--- src/rtl/cdr_pkg.sv ---
// Shared constants and carrier types for the cached DRAM host controller.
// Assumes a 25 MHz host clock and a cached EDO DRAM module on the pins.
package cdr_pkg;

	// Data path and address widths of the module
	localparam int DQ_W = 72;
	localparam int ADDR_W = 11;
	localparam int COL_W = 8;
	localparam int REF_ROW_W = 10;

	// Host clock period in ns
	localparam int CLK_NS = 40;

	// Whole refresh period in ms, shared across all rows
	localparam int REF_PERIOD_MS = 64;
	localparam int REF_ROWS = 1024;
	// Longest spacing between row refreshes, rounded down
	localparam int REF_GAP_CYC =
		(REF_PERIOD_MS * 1000000) / (REF_ROWS * CLK_NS);

	// Select high time to leave a burst, rounded up, at least one cycle
	localparam int BURST_EXIT_NS = 7;
	localparam int BURST_EXIT_CYC = (BURST_EXIT_NS + CLK_NS - 1) / CLK_NS;

	// Cycles the two-flop input synchroniser adds on read data
	localparam int SYNC_CYC = 2;

	// Bit positions of the cache bank field in the address
	localparam int BANK_LO = 8;
	localparam int BANK_HI = 9;

	// Reset value of the refresh row counter
	localparam logic [9:0] REF_ROW_RST = 10'h000;

	// User command codes
	typedef enum logic [1:0] {
		CDR_OP_READ = 2'h0,
		CDR_OP_WRITE = 2'h1
	} cdr_op_t;

	// One user request
	typedef struct packed {
		cdr_op_t op;
		logic [ADDR_W-1:0] row;
		logic [COL_W-1:0] col;
		logic [1:0] bank;
		logic burst;
		logic [2:0] order;
		logic mask_en;
		logic [DQ_W-1:0] mask;
		logic [DQ_W-1:0] data;
	} cdr_cmd_t;

	// Control pins driven toward the module; all strobes active low
	typedef struct packed {
		logic row_strobe_n;
		logic col_strobe_n;
		logic select_n;
		logic out_gate_n;
		logic write_en_n;
		logic write_read;
		logic refresh_n;
		logic burst_gate;
		logic [2:0] burst_order_select;
		logic output_hold_latch;
		logic [ADDR_W-1:0] addr;
	} cdr_pins_t;

	// Idle level of every control pin
	localparam cdr_pins_t PINS_IDLE = '{
		row_strobe_n: 1'b1, col_strobe_n: 1'b1, select_n: 1'b1,
		out_gate_n: 1'b1, write_en_n: 1'b1, write_read: 1'b0,
		refresh_n: 1'b1, burst_gate: 1'b0, burst_order_select: 3'h0,
		output_hold_latch: 1'b0, addr: 11'h000};

endpackage : cdr_pkg

--- src/rtl/cdr_host.sv ---
// Host controller that drives a cached EDO DRAM module over its pins.
// Assumes the user port is on clk; read data pins arrive unsynchronised.
//
// How it works
// - Read column bits 8-9 pick the cache bank
// - Write column bits 8-9 copy row bits 8-9
// - Every row 0-1023 refreshed within 64 ms
// - Bit 10 held steady, not stepped, at refresh
// - Row-only refresh: write cycle without column strobe
// - Select high for exit time ends a burst
// - Burst gate level before column strobe picks burst
// - Burst order held stable around column strobe fall
// - Write mask on data lines at row strobe
`timescale 1ns/10ps
module cdr_host #(
	parameter int REF_GAP = cdr_pkg::REF_GAP_CYC,
	parameter int EXIT_CYC = cdr_pkg::BURST_EXIT_CYC
) (
	input wire logic clk,
	input wire logic rst,
	input wire logic ce,
	input wire logic ref_use_pin,
	input wire logic cmd_valid,
	input wire cdr_pkg::cdr_cmd_t cmd,
	output logic cmd_ready,
	output logic rsp_valid,
	output logic [cdr_pkg::DQ_W-1:0] rsp_data,
	output logic rsp_hit,
	output cdr_pkg::cdr_pins_t pins,
	output logic [cdr_pkg::DQ_W-1:0] dq_out,
	output logic dq_oe,
	input wire logic [cdr_pkg::DQ_W-1:0] dq_in
);

	////////////////////////////////////////////////////////////////////////
	// Elaboration checks

	if (REF_GAP < 1 || REF_GAP > 65535)
		$error("REF_GAP outside counter range");
	if (EXIT_CYC < 1 || EXIT_CYC > 15)
		$error("EXIT_CYC outside counter range");

	////////////////////////////////////////////////////////////////////////
	// State machine, one-hot

	typedef enum logic [7:0] {
		ST_IDLE = 8'h01,
		ST_ROW = 8'h02,
		ST_COL = 8'h04,
		ST_RDWT = 8'h08,
		ST_PRE = 8'h10,
		ST_REFF = 8'h20,
		ST_REFR = 8'h40,
		ST_EXIT = 8'h80
	} cdr_state_t;

	cdr_state_t state_q, state_d; // Current and next state
	cdr_pkg::cdr_cmd_t cmd_q; // Request being served
	cdr_pkg::cdr_pins_t pins_d; // Pin levels for the next cycle
	logic [cdr_pkg::ADDR_W-1:0] lrr_q; // Last read row seen by the module
	logic lrr_ok_q; // Last read row holds a real value
	logic hit_q; // Current read is a cache hit
	logic [15:0] ref_cnt_q; // Cycles counted up since the last refresh tick
	logic ref_due_q; // A row refresh is owed
	logic [cdr_pkg::REF_ROW_W-1:0] ref_row_q; // Next row to refresh
	logic [3:0] wait_q; // Generic wait counter
	logic [cdr_pkg::DQ_W-1:0] dq_s1_q, dq_s2_q; // Read data synchroniser
	logic [cdr_pkg::DQ_W-1:0] dq_out_d; // Next data pin value
	logic dq_oe_d; // Next data pin enable

	////////////////////////////////////////////////////////////////////////
	// Decodes

	// Column address with the bank field in bits 8-9
	function automatic logic [cdr_pkg::ADDR_W-1:0] col_addr(
		input logic [1:0] bank,
		input logic [cdr_pkg::COL_W-1:0] col);
		col_addr = {1'b0, bank, col};
	endfunction : col_addr

	wire logic take_cmd = state_q == ST_IDLE && cmd_valid && cmd_ready;
	wire logic take_ref = state_q == ST_IDLE && ref_due_q && !take_cmd;
	wire logic is_rd = cmd_q.op == cdr_pkg::CDR_OP_READ;
	wire logic row_hit = lrr_ok_q && cmd.row == lrr_q;
	// Write bank comes from the row, never from the user bank field
	wire logic [1:0] wr_bank = cmd_q.row[cdr_pkg::BANK_HI:cdr_pkg::BANK_LO];
	wire logic [1:0] col_bank = is_rd ? cmd_q.bank : wr_bank;

	////////////////////////////////////////////////////////////////////////
	// Next state and next pin levels

	always_comb begin
		state_d = state_q;
		pins_d = cdr_pkg::PINS_IDLE;
		dq_out_d = '0;
		dq_oe_d = 1'b0;
		case (state_q)
			ST_IDLE: begin
				if (take_ref) begin
					// Ready drops one cycle after a refresh becomes owed, so no row ever starves
					state_d = ref_use_pin ? ST_REFF : ST_REFR;
				end else if (take_cmd) begin
					state_d = ST_ROW;
				end
			end
			ST_ROW: begin
				// Row strobe falls; mode pins set ahead of the column strobe
				pins_d.row_strobe_n = 1'b0;
				pins_d.select_n = 1'b0;
				pins_d.addr = cmd_q.row;
				pins_d.write_read = !is_rd;
				pins_d.burst_gate = cmd_q.burst;
				pins_d.burst_order_select = cmd_q.order;
				if (!is_rd && cmd_q.mask_en) begin
					dq_out_d = cmd_q.mask;
					dq_oe_d = 1'b1;
				end
				state_d = ST_COL;
			end
			ST_COL: begin
				// Column strobe falls with order and gate unchanged
				pins_d.row_strobe_n = 1'b0;
				pins_d.col_strobe_n = 1'b0;
				pins_d.select_n = 1'b0;
				pins_d.addr = col_addr(col_bank, cmd_q.col);
				pins_d.write_read = !is_rd;
				pins_d.burst_gate = cmd_q.burst;
				pins_d.burst_order_select = cmd_q.order;
				pins_d.write_en_n = is_rd;
				pins_d.out_gate_n = !is_rd;
				if (!is_rd) begin
					dq_out_d = cmd_q.data;
					dq_oe_d = 1'b1;
					state_d = ST_PRE;
				end else begin
					state_d = ST_RDWT;
				end
			end
			ST_RDWT: begin
				// Output latch held so the data stays put through sync
				pins_d = pins;
				pins_d.col_strobe_n = 1'b1;
				pins_d.output_hold_latch = 1'b1;
				if (wait_q == 4'h0) begin
					pins_d.row_strobe_n = 1'b1;
					// A hit skips the array precharge cycle
					if (cmd_q.burst) begin
						state_d = ST_EXIT;
					end else begin
						state_d = hit_q ? ST_IDLE : ST_PRE;
					end
				end
			end
			ST_PRE: begin
				// Row strobe high for the precharge
				if (cmd_q.burst && !take_ref) begin
					state_d = ST_EXIT;
				end else begin
					state_d = ST_IDLE;
				end
			end
			ST_EXIT: begin
				// Select already high from idle levels; hold it
				if (wait_q == 4'h0) begin
					state_d = ST_IDLE;
				end
			end
			ST_REFF: begin
				// Refresh pin low; other pins left at idle levels
				pins_d.refresh_n = 1'b0;
				state_d = ST_PRE;
			end
			ST_REFR: begin
				// Write cycle, row strobe only, bit 10 held low
				pins_d.row_strobe_n = 1'b0;
				pins_d.write_read = 1'b1;
				pins_d.addr = {1'b0, ref_row_q};
				state_d = ST_PRE;
			end
			default: begin
				state_d = ST_IDLE;
			end
		endcase
	end

	////////////////////////////////////////////////////////////////////////
	// State, pins and wait counter

	always_ff @(posedge clk or posedge rst) begin
		if (rst) begin
			state_q <= ST_IDLE;
			pins <= cdr_pkg::PINS_IDLE;
			dq_out <= '0;
			dq_oe <= 1'b0;
		end else if (ce) begin
			state_q <= state_d;
			pins <= pins_d;
			dq_out <= dq_out_d;
			dq_oe <= dq_oe_d;
		end
	end

	// Wait counter loaded on entry to read wait and burst exit
	always_ff @(posedge clk or posedge rst) begin
		if (rst) begin
			wait_q <= 4'h0;
		end else if (ce) begin
			if (state_d == ST_RDWT && state_q != ST_RDWT) begin
				wait_q <= 4'(cdr_pkg::SYNC_CYC);
			end else if (state_d == ST_EXIT && state_q != ST_EXIT) begin
				wait_q <= 4'(EXIT_CYC - 1);
			end else if (wait_q != 4'h0) begin
				wait_q <= wait_q - 4'h1;
			end
		end
	end

	////////////////////////////////////////////////////////////////////////
	// Request capture and last read row tracking

	always_ff @(posedge clk or posedge rst) begin
		if (rst) begin
			cmd_q <= '0;
			hit_q <= 1'b0;
			lrr_q <= '0;
			lrr_ok_q <= 1'b0;
		end else if (ce) begin
			if (take_cmd) begin
				cmd_q <= cmd;
				hit_q <= cmd.op == cdr_pkg::CDR_OP_READ && row_hit;
				if (cmd.op == cdr_pkg::CDR_OP_READ) begin
					lrr_q <= cmd.row;
					lrr_ok_q <= 1'b1;
				end
			end
		end
	end

	////////////////////////////////////////////////////////////////////////
	// Ready flag; low while busy, or from one cycle after a refresh becomes owed

	always_ff @(posedge clk or posedge rst) begin
		if (rst) begin
			cmd_ready <= 1'b0;
		end else if (ce) begin
			cmd_ready <= state_d == ST_IDLE && !ref_due_q;
		end
	end

	////////////////////////////////////////////////////////////////////////
	// Refresh pacing: one row each gap, rows walked in order

	always_ff @(posedge clk or posedge rst) begin
		if (rst) begin
			ref_cnt_q <= 16'h0000;
			ref_due_q <= 1'b0;
			ref_row_q <= cdr_pkg::REF_ROW_RST;
		end else if (ce) begin
			if (ref_cnt_q == 16'(REF_GAP - 1)) begin
				ref_cnt_q <= 16'h0000;
			end else begin
				ref_cnt_q <= ref_cnt_q + 16'h0001;
			end
			// A new tick wins over the clear in the same cycle
			if (ref_cnt_q == 16'(REF_GAP - 1)) begin
				ref_due_q <= 1'b1;
			end else if (take_ref) begin
				ref_due_q <= 1'b0;
			end
			if (take_ref) begin
				ref_row_q <= ref_row_q + 10'h001;
			end
		end
	end

	////////////////////////////////////////////////////////////////////////
	// Read data: two flops before use, captured at the end of the wait

	always_ff @(posedge clk or posedge rst) begin
		if (rst) begin
			dq_s1_q <= '0;
			dq_s2_q <= '0;
			rsp_valid <= 1'b0;
			rsp_data <= '0;
			rsp_hit <= 1'b0;
		end else if (ce) begin
			dq_s1_q <= dq_in;
			dq_s2_q <= dq_s1_q;
			rsp_valid <= state_q == ST_RDWT && wait_q == 4'h0;
			if (state_q == ST_RDWT && wait_q == 4'h0) begin
				rsp_data <= dq_s2_q;
				rsp_hit <= hit_q;
			end
		end
	end

endmodule : cdr_host

--- config.mk ---
export PLATFORM = sky130hd
export DESIGN_NAME = cdr_host
export DESIGN_NICKNAME = d
export VERILOG_FILES = /design/src/rtl/cdr_pkg.sv /design/src/rtl/cdr_host.sv
export SDC_FILE = /design/constraint.sdc
export NUM_CORES = 1
export LEC_CHECK = 0
export ABC_AREA = 1
export BUFFER_PORTS_ARGS = -buffer_cell sky130_fd_sc_hd__buf_2
export CORE_MARGIN = 4
export CORE_UTILIZATION = 30
export DETAILED_ROUTE_END_ITERATION = 10
export SETUP_SLACK_MARGIN = 0.1
export SLEW_MARGIN = 5
export SYNTH_ARGS = -nofsm -noshare
export SYNTH_HDL_FRONTEND = slang
export SYNTH_SLANG_ARGS = --single-unit
--- constraint.sdc ---
create_clock -name clk -period 16.4 [get_ports clk]
set_clock_uncertainty 0.1 [all_clocks]
set_input_delay 1.64 -clock clk [delete_from_list [all_inputs] [get_ports clk]]
set_output_delay 1.64 -clock clk [all_outputs]
set_load 0.05 [all_outputs]
* Yosys cells after proc, flatten, opt, wreduce, memory -nomap -nowiden
Index checks and enable logic that the tools add are counted.
** Storage, ports and cells
- Logic and storage cells :: 122
- Output and inout port bits :: 171
- Register bits after elaboration :: 539
- Bits of input ports :: 249
** Operators by class
- Add/subtract/negate cells :: 3
- Bitwise gates (word level) :: 1
- Reduce and logical (&&, ||, !) cells :: 33
- Multiplexer cells :: 33
- Eq/ne operators :: 16
** Operators with widths (number)
- 72-bit 2-to-1 mux :: 2
- 72-bit one-hot mux with 2 select lines :: 1
- 8-bit one-hot mux with 7 select lines :: 1
- 8-bit 2-to-1 mux :: 6
- 11-bit one-hot mux with 4 select lines :: 1
- 16-bit by 1-bit adder with 16-bit output (second input constant) :: 1
- 16-bit by 11-bit equality test with 1-bit output (second input constant) :: 1
- 8-bit by 1-bit equality test with 1-bit output (second input constant) :: 2
- 8-bit by 4-bit equality test with 1-bit output (second input constant) :: 2
- 8-bit equality test (second input constant) :: 2
- 16-bit 2-to-1 mux :: 1
- 2-bit AND reduction :: 7
- 1-bit logical AND :: 12
- 4-bit 2-to-1 mux :: 3
- 11-bit equality test :: 1
- 10-bit by 1-bit adder with 10-bit output (second input constant) :: 1
- 5-bit 2-to-1 mux :: 2
- 8-bit by 2-bit equality test with 1-bit output (second input constant) :: 1
- 8-bit by 3-bit equality test with 1-bit output (second input constant) :: 1
- 8-bit by 5-bit equality test with 1-bit output (second input constant) :: 1
- 8-bit by 6-bit equality test with 1-bit output (second input constant) :: 1
- 8-bit by 7-bit equality test with 1-bit output (second input constant) :: 1
- 8-bit by 4-bit inequality test with 1-bit output (second input constant) :: 1
- 8-bit inequality test (second input constant) :: 1
- 19 further kinds :: 33

* Logic depth before layout (Yosys ltp)
Gate-level depths: netlist (run 1).
- Word-level depth :: 13
- Depth in mapped cells :: 11
- Gate-level depth less buffers :: 11

* Worst setup path before layout (run 1)
No wires, ideal clock.
- Path kind :: input to register
- Start point :: input ce
- End point :: register state_q[5]
- Path buffers :: 4
- Setup slack :: 13534 ps
- Arrival time :: 2633 ps
- Library setup time :: 133 ps
- Required time :: 16167 ps
- Stages :: 5
- Cells stage by stage :: buf_2 -> buf_2 -> clkbuf_1 -> clkbuf_1 -> a21oi_1
** RTL lines
- from (decl) :: line cdr_host.sv:21 : input wire logic ce,
- to (signal assigned) :: line cdr_host.sv:196 : state_q <= state_d;
- to (decl) :: line cdr_host.sv:57 : cdr_state_t state_q, state_d;
No word-level cell between the ends.

==> results of run 1 <==
-- worst paths after layout --
| kind | startpoint | to | slack (ps) |
|---|---|---|---|
| min | lrr_ok_q | lrr_ok_q | 360 |
| min reg2reg | lrr_ok_q | lrr_ok_q | 360 |
| max reg2reg | state_q[6] | cmd_q[90] | 12480 |
| max in group clk | cmd_valid | cmd_q[90] | 11830 |
| min in group asynchronous | rst | rsp_data[58] | 960 |
| max | rst | cmd_q[30] | 11600 |
-- stage by stage --
stage	util, %	instances	hold WS [ps]	cell area, µm²	worst slack (ps)
floorplan	-	2457	322	21800	7340
global placement	34.5	3719	338	24800	10730
detailed placement	34.5	3719	348	24800	10740
CTS	37.5	3830	363	26900	11400
global route	37.5	3832	374	26900	10960
finish	37.5	3835	361	26900	11600
-- worst max-delay path: cells and delay by family --
kind	cells	cell delay (ps)
buffers and inverters	6	3550
-- flip-flops by register name, summed over array words and instances, names as in the netlist, 4 cells and up --
| signal | count |
|---|---|
| wait_q | 4 |
| dq_s2_q | 72 |
| ref_row_q | 10 |
| state_q | 8 |
| lrr_q | 11 |
| rsp_data | 72 |
| dq_out | 72 |
| pins | 23 |
| dq_s1_q | 72 |
| cmd_q | 172 |
| ref_cnt_q | 16 |
-- where the power goes --
| group | switching, mW | total (mW) | internal (mW) |
|---|---|---|---|
| sequential | 0.105 | 1.72 | 1.61 |
| combinational | 0.355 | 0.554 | 0.200 |
| clock | 0.561 | 1.45 | 0.889 |
| total | 1.02 | 3.72 | 2.70 |
-- synth_stat cells (16+ instances only) --
library cell  count
nor2_1          198
xor2_1           16
o21ai_0         198
nand2_1         716
buf_2            47
a21oi_1         168
o22ai_1          75
o21ai_1          16
nand3_1          28
inv_1           297
dfrtp_1         532
clkbuf_1         69
-- routing by layer --
metal	vias to the layer above	part of all wire [%]	GRT usage, %
li1	8481	-	-
met1	8014	45	19.8
met2	402	46	23.6
met3	114	7.5	4.82
met4	24	1.9	3.31
met5	-	0.26	0
-- logic make-up (layout without fill, tap and decap cells) --
family	after synthesis	count (layout)
and+or+nand+nor	988	988
DFF	539	539
AOI/OAI and AO/OA	466	466
buffers and inverters	431	854
xor gates and xnor gates	21	21
muxes	8	8
adders and majority gates	4	4
other	0	5
-- layout make-up --
class / instances / area (µm²)
timing repair buffer: 438 / 2260
clock inverter: 23 / 368
antenna: 5 / 12.5
inverter: 305 / 1150
clock buffer: 88 / 1810
multi-input combinational: 1487 / 6660
sequential: 539 / 13500
fill: 7396 / 44900
tap: 950 / 1190
==> summary.md, run 1 <==
| Metric | Value |
|---|---|
| Max-slew violation count | `0` |
| Mapped Nets | `2,710` |
| Setup TNS | `0 ps` |
| Worst-Skew Late Latency | `620 ps` |
| Syn-to-layout area delta | `23.5%` |
| Seq/Total Area, Yosys | `61.8%` |
| # setup viols final | `0` |
| CTS max path bufs | `3` |
| Post-CTS Repair Setup Buffers | `0` |
| Chip width | `278 µm` |
| Slew @ Worst Pin | `1190 ps` |
| Drt via density | `4.44` |
| Top cell type's share of synthesized area | `61.0%` |
| Commonest non-fill, non-tap cell in the layout | `nand2_1` |
| Max Cap Violations | `0` |
| NumNets Final | `3,084` |
| Xor-xnor portion of the synthesized cell area | `0.843%` |
| Die Height | `278 µm` |
| Min-delay worst type | `reg2reg` |
| WL final | `58.2 mm` |
| EDFF count, synth | `0` |
| HPWL Detailed | `38.5 mm` |
| Row Count | `98` |
| Lkg Pwr | `14.6 nW` |
| Req. time, crit path | `16,960 ps` |
| Worst hold stages | `2` |
| Number of global-route vias before repair | `16.9k` |
| Post-synthesis adder-cell area fraction | `0.229%` |
| Syn Inst Count | `2,457` |
| CP most frequent cell | `buf_4` |
| Crit path time final | `4800 ps` |
| Final antenna-violating net count | `0` |
| Compound-Gate Fraction of Synth Area | `11.2%` |
| Initial antenna violation count | `17` |
| Core Box Area | `0.0719 mm²` |
| Io pins | `420` |
| Synth top area cells | `dfrtp_1 (61%), nand2_1 (12%), inv_1 (5.1%)` |
| Synth Cell Area | `0.0218 mm²` |
| DR WL/cell | `15.2 µm` |
| RSZ-0062 raised after global routing | `no` |
| Total clock sinks | `539` |
| 1st-iter DRT viols | `1,127` |
| Fmax | `208 MHz` |
| Final Hold Fails | `0` |
| Largest family of logic cells by synthesized area | `simple AND/OR/NAND/NOR gates` |
| Layout cells sized above 1 | `20.1%` |
| Pwr/cell area | `138 mW/mm²` |
| Synth Register Bits | `539` |
| Yosys Warn Count | `0` |
| Ys flop type | `dfrtp_1` |
| Asr flop ratio synth | `100%` |
| Critical Path Max Stage Delay | `880 ps` |
| Worst setup EP type | `async pin` |
| Worst-path fanout max | `77` |
| Cts bufs inserted | `60` |
| Hold buffer count at cts | `0` |
| CTS tree | `done` |
| Total gr overflow | `0` |
| WP data arrival | `5370 ps` |
| Worst VDD drop | `0.0862 mV` |
| Clock root buffer | `clkbuf_16` |
| Global-route total usage across every layer | `14.8%` |
| CP max-delay cell | `buf_4` |
| Crit path launch type | `primary input` |
| Largest net degree at the start of global routing | `138` |
| # DRC | `0` |
| Full die area | `0.0771 mm²` |
| Clock slew at reported path FFs | `60 ps` |
| Synth cell types | `37` |
| Synth Area per Inst | `8.88 µm²` |
| Post-synthesis simple-gate area fraction | `17.7%` |
| H-tree depth | `2` |
| Yosys top cell by area | `dfrtp_1` |
| CP Cell Sequence | `buf_2 -> clkinvlp_4 -> buf_4 -> buf_4 -> buf_4 -> buf_4` |
| Number of I/O port buffers | `419` |
| Final worst-path cycle share | `29.3%` |
| R2R depth | `11` |
| Total power | `3.72 mW` |
| Max_slew headroom | `20.1%` |
| Gpl congestion | `0.794` |
| Initial core utilization | `30.4%` |
| Global-route wire length before repair | `93.8 mm` |
| Post_cts resized | `0` |
| DR pass1 iterations | `6` |
| Outcome | `completed` |
| Mux cell area share after synthesis | `0.413%` |
| Vias post-DR | `17.0k` |
| Commonest cells after routing, fill and taps aside | `nand2_1 (715), dfrtp_1 (532), buf_2 (418)` |
| CP Class | `in2async` |
No activity file was read; power rests on OpenSTA's default activity.
==> run 2, diff against run 1 <==
==> constraint.sdc (replaced) <==
create_clock -name clk -period 4.12 [get_ports clk]
set_clock_uncertainty 0.1 [all_clocks]
set_input_delay 0.412 -clock clk [delete_from_list [all_inputs] [get_ports clk]]
set_output_delay 0.412 -clock clk [all_outputs]
set_load 0.05 [all_outputs]
==> run 2 against run 1 <==
Net effect: non-clock buffer count is 251 higher; critical path depth is 4 higher; design area is 8.9% higher; count of clock-buffer cells in the layout is 3 lower; combinational power grew to 4.4 times the previous value; sequential share of layout area is 4.1 points lower; largest cell class unchanged.
==> summary.md, run 2 (synthesis gave the netlist of run 1 again) <==
| Metric | Value |
|---|---|
| Outcome | `completed (unchanged)` |
| RSZ-0062 raised after global routing | `no (unchanged)` |
| Max-slew violation count | `0 (unchanged)` |
| Drt via density | `4.47 (was 4.44)` |
| CP Cell Sequence | `nor2_1 -> nand2_1 -> clkinv_2 -> nand2_1 -> inv_1 -> nand3_4 -> buf_4 -> o22ai_1 -> nand2_1 -> nand2_1 (was buf_2 -> clkinvlp_4 -> buf_4 -> buf_4 -> buf_4 -> buf_4)` |
| Fin Hold WS | `45.3 ps (was 361 ps)` |
| Total gr overflow | `0 (unchanged)` |
| Worst VDD drop | `0.296 mV (was 0.0862 mV)` |
| Part of the power in registers | `46.9% (was 46.1%)` |
| Clock slew at reported path FFs | `60 ps (about the same)` |
| Req. time, crit path | `4500 ps (was 16,960 ps)` |
| Die Height | `278 µm (unchanged)` |
| Initial antenna violation count | `2 (was 17)` |
| CTS max path bufs | `3 (unchanged)` |
| Total power | `14.6 mW (was 3.72 mW)` |
| RR Startpoint | `state_q[5] (was state_q[6])` |
| CP most frequent cell | `nand2_1 (was buf_4)` |
| Slew @ Worst Pin | `1110 ps (was 1190 ps)` |
| Area after DPL | `0.0250 mm² (was 0.0248 mm²)` |
| Io pins | `420 (unchanged)` |
| Max Cap Violations | `0 (unchanged)` |
| DR pass1 iterations | `5 (was 6)` |
| # setup viols final | `0 (unchanged)` |
| Final worst-path cycle share | `61.7%` |
| Lkg Pwr | `15.6 nW (was 14.6 nW)` |
| Min-delay worst type | `in2reg (was reg2reg)` |
| Fmax | `394 MHz` |
| CP max-delay cell | `buf_4 (unchanged)` |
| Worst-path fanout max | `73 (was 77)` |
| Psw | `4.09 mW (was 1.02 mW)` |
| Post-Place Setup Slack | `1430 ps (was 10,740 ps)` |
| Cts bufs inserted | `60 (unchanged)` |
| Min-delay src | `cmd[161] (was lrr_ok_q)` |
| Power share of the clock group | `36.5% (was 39.0%)` |
| Commonest non-fill, non-tap cell in the layout | `nand2_1 (unchanged)` |
| Final worst setup slack | `1580 ps (was 11,600 ps)` |
| Largest net degree at the start of global routing | `138 (unchanged)` |
| Cells after DPL | `3,730 (was 3,719)` |
| Vias post-DR | `18.2k (was 17.0k)` |
| # DRC | `0 (unchanged)` |
| Int Pwr | `10.5 mW (was 2.70 mW)` |
| Switch share | `28.0% (was 27.4%)` |
| H-tree depth | `2 (unchanged)` |
| Design area | `0.0293 mm² (was 0.0269 mm²)` |
| DR WL/cell | `15.0 µm (was 15.2 µm)` |
| Final antenna-violating net count | `0 (unchanged)` |
| Max reg flops | `172 (unchanged)` |
| Core Box Area | `0.0719 mm² (unchanged)` |
| Total clock sinks | `539 (unchanged)` |
| Layout cells sized above 1 | `18.5% (was 20.1%)` |
| Max_slew headroom | `25.7% (was 20.1%)` |
| Worst-Skew Late Latency | `600 ps (was 620 ps)` |
| Syn-to-layout area delta | `34.4% (was 23.5%)` |
| NumNets Final | `3,335 (was 3,084)` |
| Crit path time final | `2540 ps` |
| Worst setup EP type | `flop (was async pin)` |
| HPWL Detailed | `39.2 mm (was 38.5 mm)` |
| Initial core utilization | `30.4% (unchanged)` |
| Largest Register | `cmd_q (unchanged)` |
| Post-CTS Repair Setup Buffers | `0 (unchanged)` |
| Critical Path Max Stage Delay | `770 ps (was 880 ps)` |
| CP Class | `reg2reg (was in2async)` |
| Number of fillers in the final layout | `7,105 (was 7,396)` |
| Number of I/O port buffers | `419 (unchanged)` |
| Post_cts resized | `0 (unchanged)` |
| Global-route total usage across every layer | `15.6% (was 14.8%)` |
| Number of global-route vias before repair | `18.5k (was 16.9k)` |
| Finished Layout Cells | `4,078 (was 3,835)` |
| Commonest cells after routing, fill and taps aside | `nand2_1 (715), dfrtp_1 (532), buf_2 (418) (unchanged)` |
| Start point of the critical path | `state_q[5] (was rst)` |
| Global-route wire length before repair | `99.4 mm (was 93.8 mm)` |
| Crit path launch type | `flop (was primary input)` |
| 1st-iter DRT viols | `1,238 (was 1,127)` |
| Final Hold Fails | `0 (unchanged)` |
| Pwr/cell area | `498 mW/mm² (was 138 mW/mm²)` |
| Full die area | `0.0771 mm² (unchanged)` |
| Clock root buffer | `clkbuf_16 (unchanged)` |
| Gpl congestion | `0.823 (was 0.794)` |
| Hold buffer count at cts | `240 (was 0)` |
| CTS tree | `done (unchanged)` |
| Chip width | `278 µm (unchanged)` |
| WL final | `61.3 mm (was 58.2 mm)` |
| WP data arrival | `2920 ps (was 5370 ps)` |
| Combinational share of power | `16.6% (was 14.9%)` |
| Row Count | `98 (unchanged)` |
-- run 2: changes by cell type in the layout (fill, tap and decap cells not counted), sizes merged --
| cell | change |
|---|---|
| bufinv | -4 |
| diode | -4 |
| clkinv | +2 |
| dlygate4sd3 | +240 |
| clkbuf | -3 |
| inv | +1 |
| buf | +11 |
-- run 2: final cells by class --
type / count / area [µm²] / share of cell area (%)
flip-flops and latches: 539 / 13500 / 46.0
multi-input cells: 1487 / 6660 / 22.7
repair buffers: 689 / 4870 / 16.6
clock buffers: 85 / 1720 / 5.85
well taps: 950 / 1190 / 4.05
inverters: 305 / 1150 / 3.94
clock inverters: 22 / 244 / 0.832
diodes: 1 / 2.50 / 0.00853
-- run 2: worst paths after layout --
check / slack, ps / cells past startpoint / endpoint
hold reg to reg: 350 / 2 / lrr_ok_q
min in group asynchronous: 400 / 3 / rsp_data[57]
hold / removal: 50 / 3 / lrr_q[2]
max in group asynchronous: 2450 / 5 / state_q[0]
setup / recovery: 1580 / 10 / dq_out[38]
setup reg to reg: 1580 / 10 / dq_out[38]
-- run 2: metal layers --
layer | share of wire (%) | vias up | track usage, %
li1 | - | 8952 | -
met1 | 45 | 8655 | 21.0
met2 | 46 | 515 | 25.9
met3 | 5.7 | 94 | 3.07
met4 | 2.3 | 2 | 4.06
met5 | 0.021 | - | 0
-- run 2: power by group through the flow --
stage               registers (mW)  logic (mW)  clock network [mW]
floorplan                     6.93        1.58                   0
global placement              6.90        2.20                   0
detailed placement            6.93        2.27                   0
CTS                           6.85        2.46                5.49
global route                  6.97        2.82                5.71
finish                        6.85        2.43                5.32
-- run 2: metrics by stage --
stage	TNS, ps	utilization (%)
after floorplan	-1988710	-
after global placement	0	34.7
after detailed placement	0	34.7
after CTS	0	40.8
after global routing	0	40.8
final	0	40.8
-- run 2: critical path: cells and delay by family (launching register included) --
| family | cells | cell delay, ps |
|---|---|---|
| simple gates | 6 | 580 |
| buf+inv | 3 | 1070 |
| compound gates | 1 | 140 |
| flops | 1 | 410 |
==> run 3, diff against run 2 <==
==> constraint.sdc (replaced) <==
create_clock -name clk -period 2.1 [get_ports clk]
set_clock_uncertainty 0.1 [all_clocks]
set_input_delay 0.21 -clock clk [delete_from_list [all_inputs] [get_ports clk]]
set_output_delay 0.21 -clock clk [all_outputs]
set_load 0.05 [all_outputs]
==> run 3 against run 2 <==
Net effect: first-iteration DRC count decreased by 4.6%; maximum frequency increased by 28%; critical path depth increased by 1; sequential cell count unchanged; design area increased by 3.1%; non-clock buffer count increased by 74; highest routed layer unchanged; utilization increased by 1.3 points; global-route usage increased by 0.26 points; register-to-register slack got worse by 1500 ps; critical endpoint is now dq_out[65]; combinational power increased by 110%; count of clock-buffer cells in the layout increased by 1.
==> summary.md, run 3 (synthesis gave the netlist of run 1 again) <==
| Metric | Value |
|---|---|
| Slew @ Worst Pin | `784 ps (was 1110 ps)` |
| CTS max path bufs | `3 (unchanged)` |
| Chip width | `278 µm (unchanged)` |
| Crit path time final | `1980 ps (was 2540 ps)` |
| Number of I/O port buffers | `419 (unchanged)` |
| Largest net degree at the start of global routing | `141 (was 138)` |
| Initial core utilization | `30.4% (unchanged)` |
| DR WL/cell | `15.2 µm (was 15.0 µm)` |
| DR pass1 iterations | `5 (unchanged)` |
| Lkg Pwr | `16.1 nW (was 15.6 nW)` |
| Switch share | `27.9% (was 28.0%)` |
| Critical Path Max Stage Delay | `410 ps (was 770 ps)` |
| Final antenna-violating net count | `0 (unchanged)` |
| Die Height | `278 µm (unchanged)` |
| Clock slew at reported path FFs | `60 ps (about the same)` |
| HPWL Detailed | `41.1 mm (was 39.2 mm)` |
| Number of global-route vias before repair | `18.9k (was 18.5k)` |
| Total clock sinks | `539 (unchanged)` |
| Gpl congestion | `0.804 (was 0.823)` |
| Cells after DPL | `3,778 (was 3,730)` |
| Worst setup EP type | `flop (unchanged)` |
| Finished Core Util | `42.1% (was 40.8%)` |
| Fmax | `505 MHz (was 394 MHz)` |
| Global-route total usage across every layer | `15.8% (was 15.6%)` |
| Global-route wire length before repair | `101 mm (was 99.4 mm)` |
| Vias post-DR | `18.5k (was 18.2k)` |
| Max-slew violation count | `0 (unchanged)` |
| Psw | `8.05 mW (was 4.09 mW)` |
| Power share of the clock group | `36.0% (was 36.5%)` |
| Design area | `0.0302 mm² (was 0.0293 mm²)` |
| Drt via density | `4.46 (was 4.47)` |
| 1st-iter DRT viols | `1,181 (was 1,238)` |
| Syn-to-layout area delta | `38.6% (was 34.4%)` |
| H-tree depth | `2 (unchanged)` |
| Worst VDD drop | `0.637 mV (was 0.296 mV)` |
| Core Box Area | `0.0719 mm² (unchanged)` |
| Outcome | `completed (unchanged)` |
| Commonest non-fill, non-tap cell in the layout | `nand2_1 (unchanged)` |
| Final worst setup slack | `119 ps (was 1580 ps)` |
| Post-Place Setup Slack | `-6.05 ps (was 1430 ps)` |
| Max_slew headroom | `47.7% (was 25.7%)` |
| # DRC | `0 (unchanged)` |
| Worst-Skew Late Latency | `610 ps (was 600 ps)` |
| Io pins | `420 (unchanged)` |
| Area after DPL | `0.0255 mm² (was 0.0250 mm²)` |
| Final worst-path cycle share | `94.3% (was 61.7%)` |
| Total gr overflow | `0 (unchanged)` |
| CP Cell Sequence | `nor2_2 -> nand2_2 -> inv_4 -> nand2_2 -> nor2_4 -> inv_4 -> buf_12 -> buf_4 -> o22ai_1 -> nand2_1 -> nand2_2 (was nor2_1 -> nand2_1 -> clkinv_2 -> nand2_1 -> inv_1 -> nand3_4 -> buf_4 -> o22ai_1 -> nand2_1 -> nand2_1)` |
| Pwr/cell area | `953 mW/mm² (was 498 mW/mm²)` |
| WP data arrival | `2420 ps (was 2920 ps)` |
| CP Class | `reg2reg (unchanged)` |
| Final Hold Fails | `0 (unchanged)` |
| Max reg flops | `172 (unchanged)` |
| # setup viols final | `0 (unchanged)` |
| WL final | `63.2 mm (was 61.3 mm)` |
| Int Pwr | `20.8 mW (was 10.5 mW)` |
| Combinational share of power | `17.4% (was 16.6%)` |
| Crit path launch type | `flop (unchanged)` |
| NumNets Final | `3,408 (was 3,335)` |
| CTS tree | `done (unchanged)` |
| Top delay family on crit path | `simple AND/OR/NAND/NOR gates (was buffers and inverters)` |
| Cts bufs inserted | `59 (was 60)` |
| Commonest cells after routing, fill and taps aside | `nand2_1 (713), dfrtp_1 (532), buf_2 (418) (was nand2_1 (715), dfrtp_1 (532), buf_2 (418))` |
| Largest Register | `cmd_q (unchanged)` |
| Min-delay worst type | `in2reg (unchanged)` |
| Finished Layout Cells | `4,149 (was 4,078)` |
| Part of the power in registers | `46.6% (was 46.9%)` |
| CP max-delay cell | `dfrtp_1 (was buf_4)` |
| RSZ-0062 raised after global routing | `yes (was no)` |
| Worst-path fanout max | `14 (was 73)` |
| Req. time, crit path | `2540 ps (was 4500 ps)` |
| Clock root buffer | `clkbuf_16 (unchanged)` |
| Full die area | `0.0771 mm² (unchanged)` |
| Fin Hold WS | `73.7 ps (was 45.3 ps)` |
| Initial antenna violation count | `5 (was 2)` |
| Max Cap Violations | `0 (unchanged)` |
| CP most frequent cell | `nand2_2 (was nand2_1)` |
| Row Count | `98 (unchanged)` |
| Layout cells sized above 1 | `20.5% (was 18.5%)` |
| Critical path buffer and inverter count | `4 (was 3)` |
## run 3: cell types whose count changed in the layout (fill, tap and decap cells not counted), sizes merged
cell,change
bufinv,+1
clkinv,-6
buf,+63
clkbuf,+5
clkinvlp,-2
dlygate4sd3,+7
inv,+1
diode,+2
## run 3: area by class of cell
| cell class | count | area (µm²) |
|---|---|---|
| repair buffers | 763 | 5730 |
| clock buffers | 86 | 1700 |
| fillers | 7001 | 41600 |
| clock inverters | 16 | 230 |
| well taps | 950 | 1190 |
| inverters | 305 | 1160 |
| diodes | 3 | 7.51 |
| multi-input cells | 1487 | 6740 |
| flip-flops and latches | 539 | 13500 |
## run 3: worst register-to-register path: cells and delay by family (launching register included)
family / cells / cell delay, ps
compound gates: 1 / 170
buf+inv: 4 / 520
simple gates: 6 / 700
flops: 1 / 410
## run 3: path summary, 6_finish.rpt
path / start / endpoint / slack, ps / depth (start not counted)
min in group asynchronous: rst / rsp_data[58] / 140 / 4
setup reg to reg: state_q[6] / dq_out[65] / 120 / 11
max in group asynchronous: rst / rsp_data[46] / 1010 / 5
hold / removal: cmd_valid / ref_row_q[8] / 70 / 5
hold reg to reg: lrr_ok_q / lrr_ok_q / 350 / 2
setup / recovery: state_q[6] / dq_out[65] / 120 / 11
## run 3: through the flow
step	total power, mW	TNS [ps]
3_5_place_dp	18.2	-6.05
2_1_floorplan	16.7	-2968610
3_3_place_gp	18.0	0
4_1_cts	29.1	0
5_1_grt	30.5	0
6_report	28.8	0
## run 3: power groups by stage
stage / clock network (mW) / logic, mW / registers, mW
2_1_floorplan: 0 / 3.11 / 13.6
3_3_place_gp: 0 / 4.46 / 13.5
3_5_place_dp: 0 / 4.57 / 13.6
4_1_cts: 10.7 / 4.96 / 13.4
5_1_grt: 11.1 / 5.76 / 13.7
6_report: 10.4 / 5.01 / 13.4
## run 3: layer usage
metal | GRT usage (%) | up-vias | routed length (µm)
met5 | 0 | - | 27
met4 | 4.25 | 4 | 1530
met3 | 3.43 | 116 | 3790
met2 | 26.4 | 509 | 29700
met1 | 21.0 | 8764 | 28200
li1 | - | 9091 | -
## run 3: what timing repair did
| action | CTS | global route |
|---|---|---|
| gates cloned | 0 | 4 |
| pin swaps | 0 | 4 |
| setup buffers | 0 | 15 |
| hold buffers | 247 | 0 |
| hold endpoints to repair | 740 | 0 |
| gates resized for setup | 2 | 21 |
| endpoints found under the setup margin | 16 | 151 |
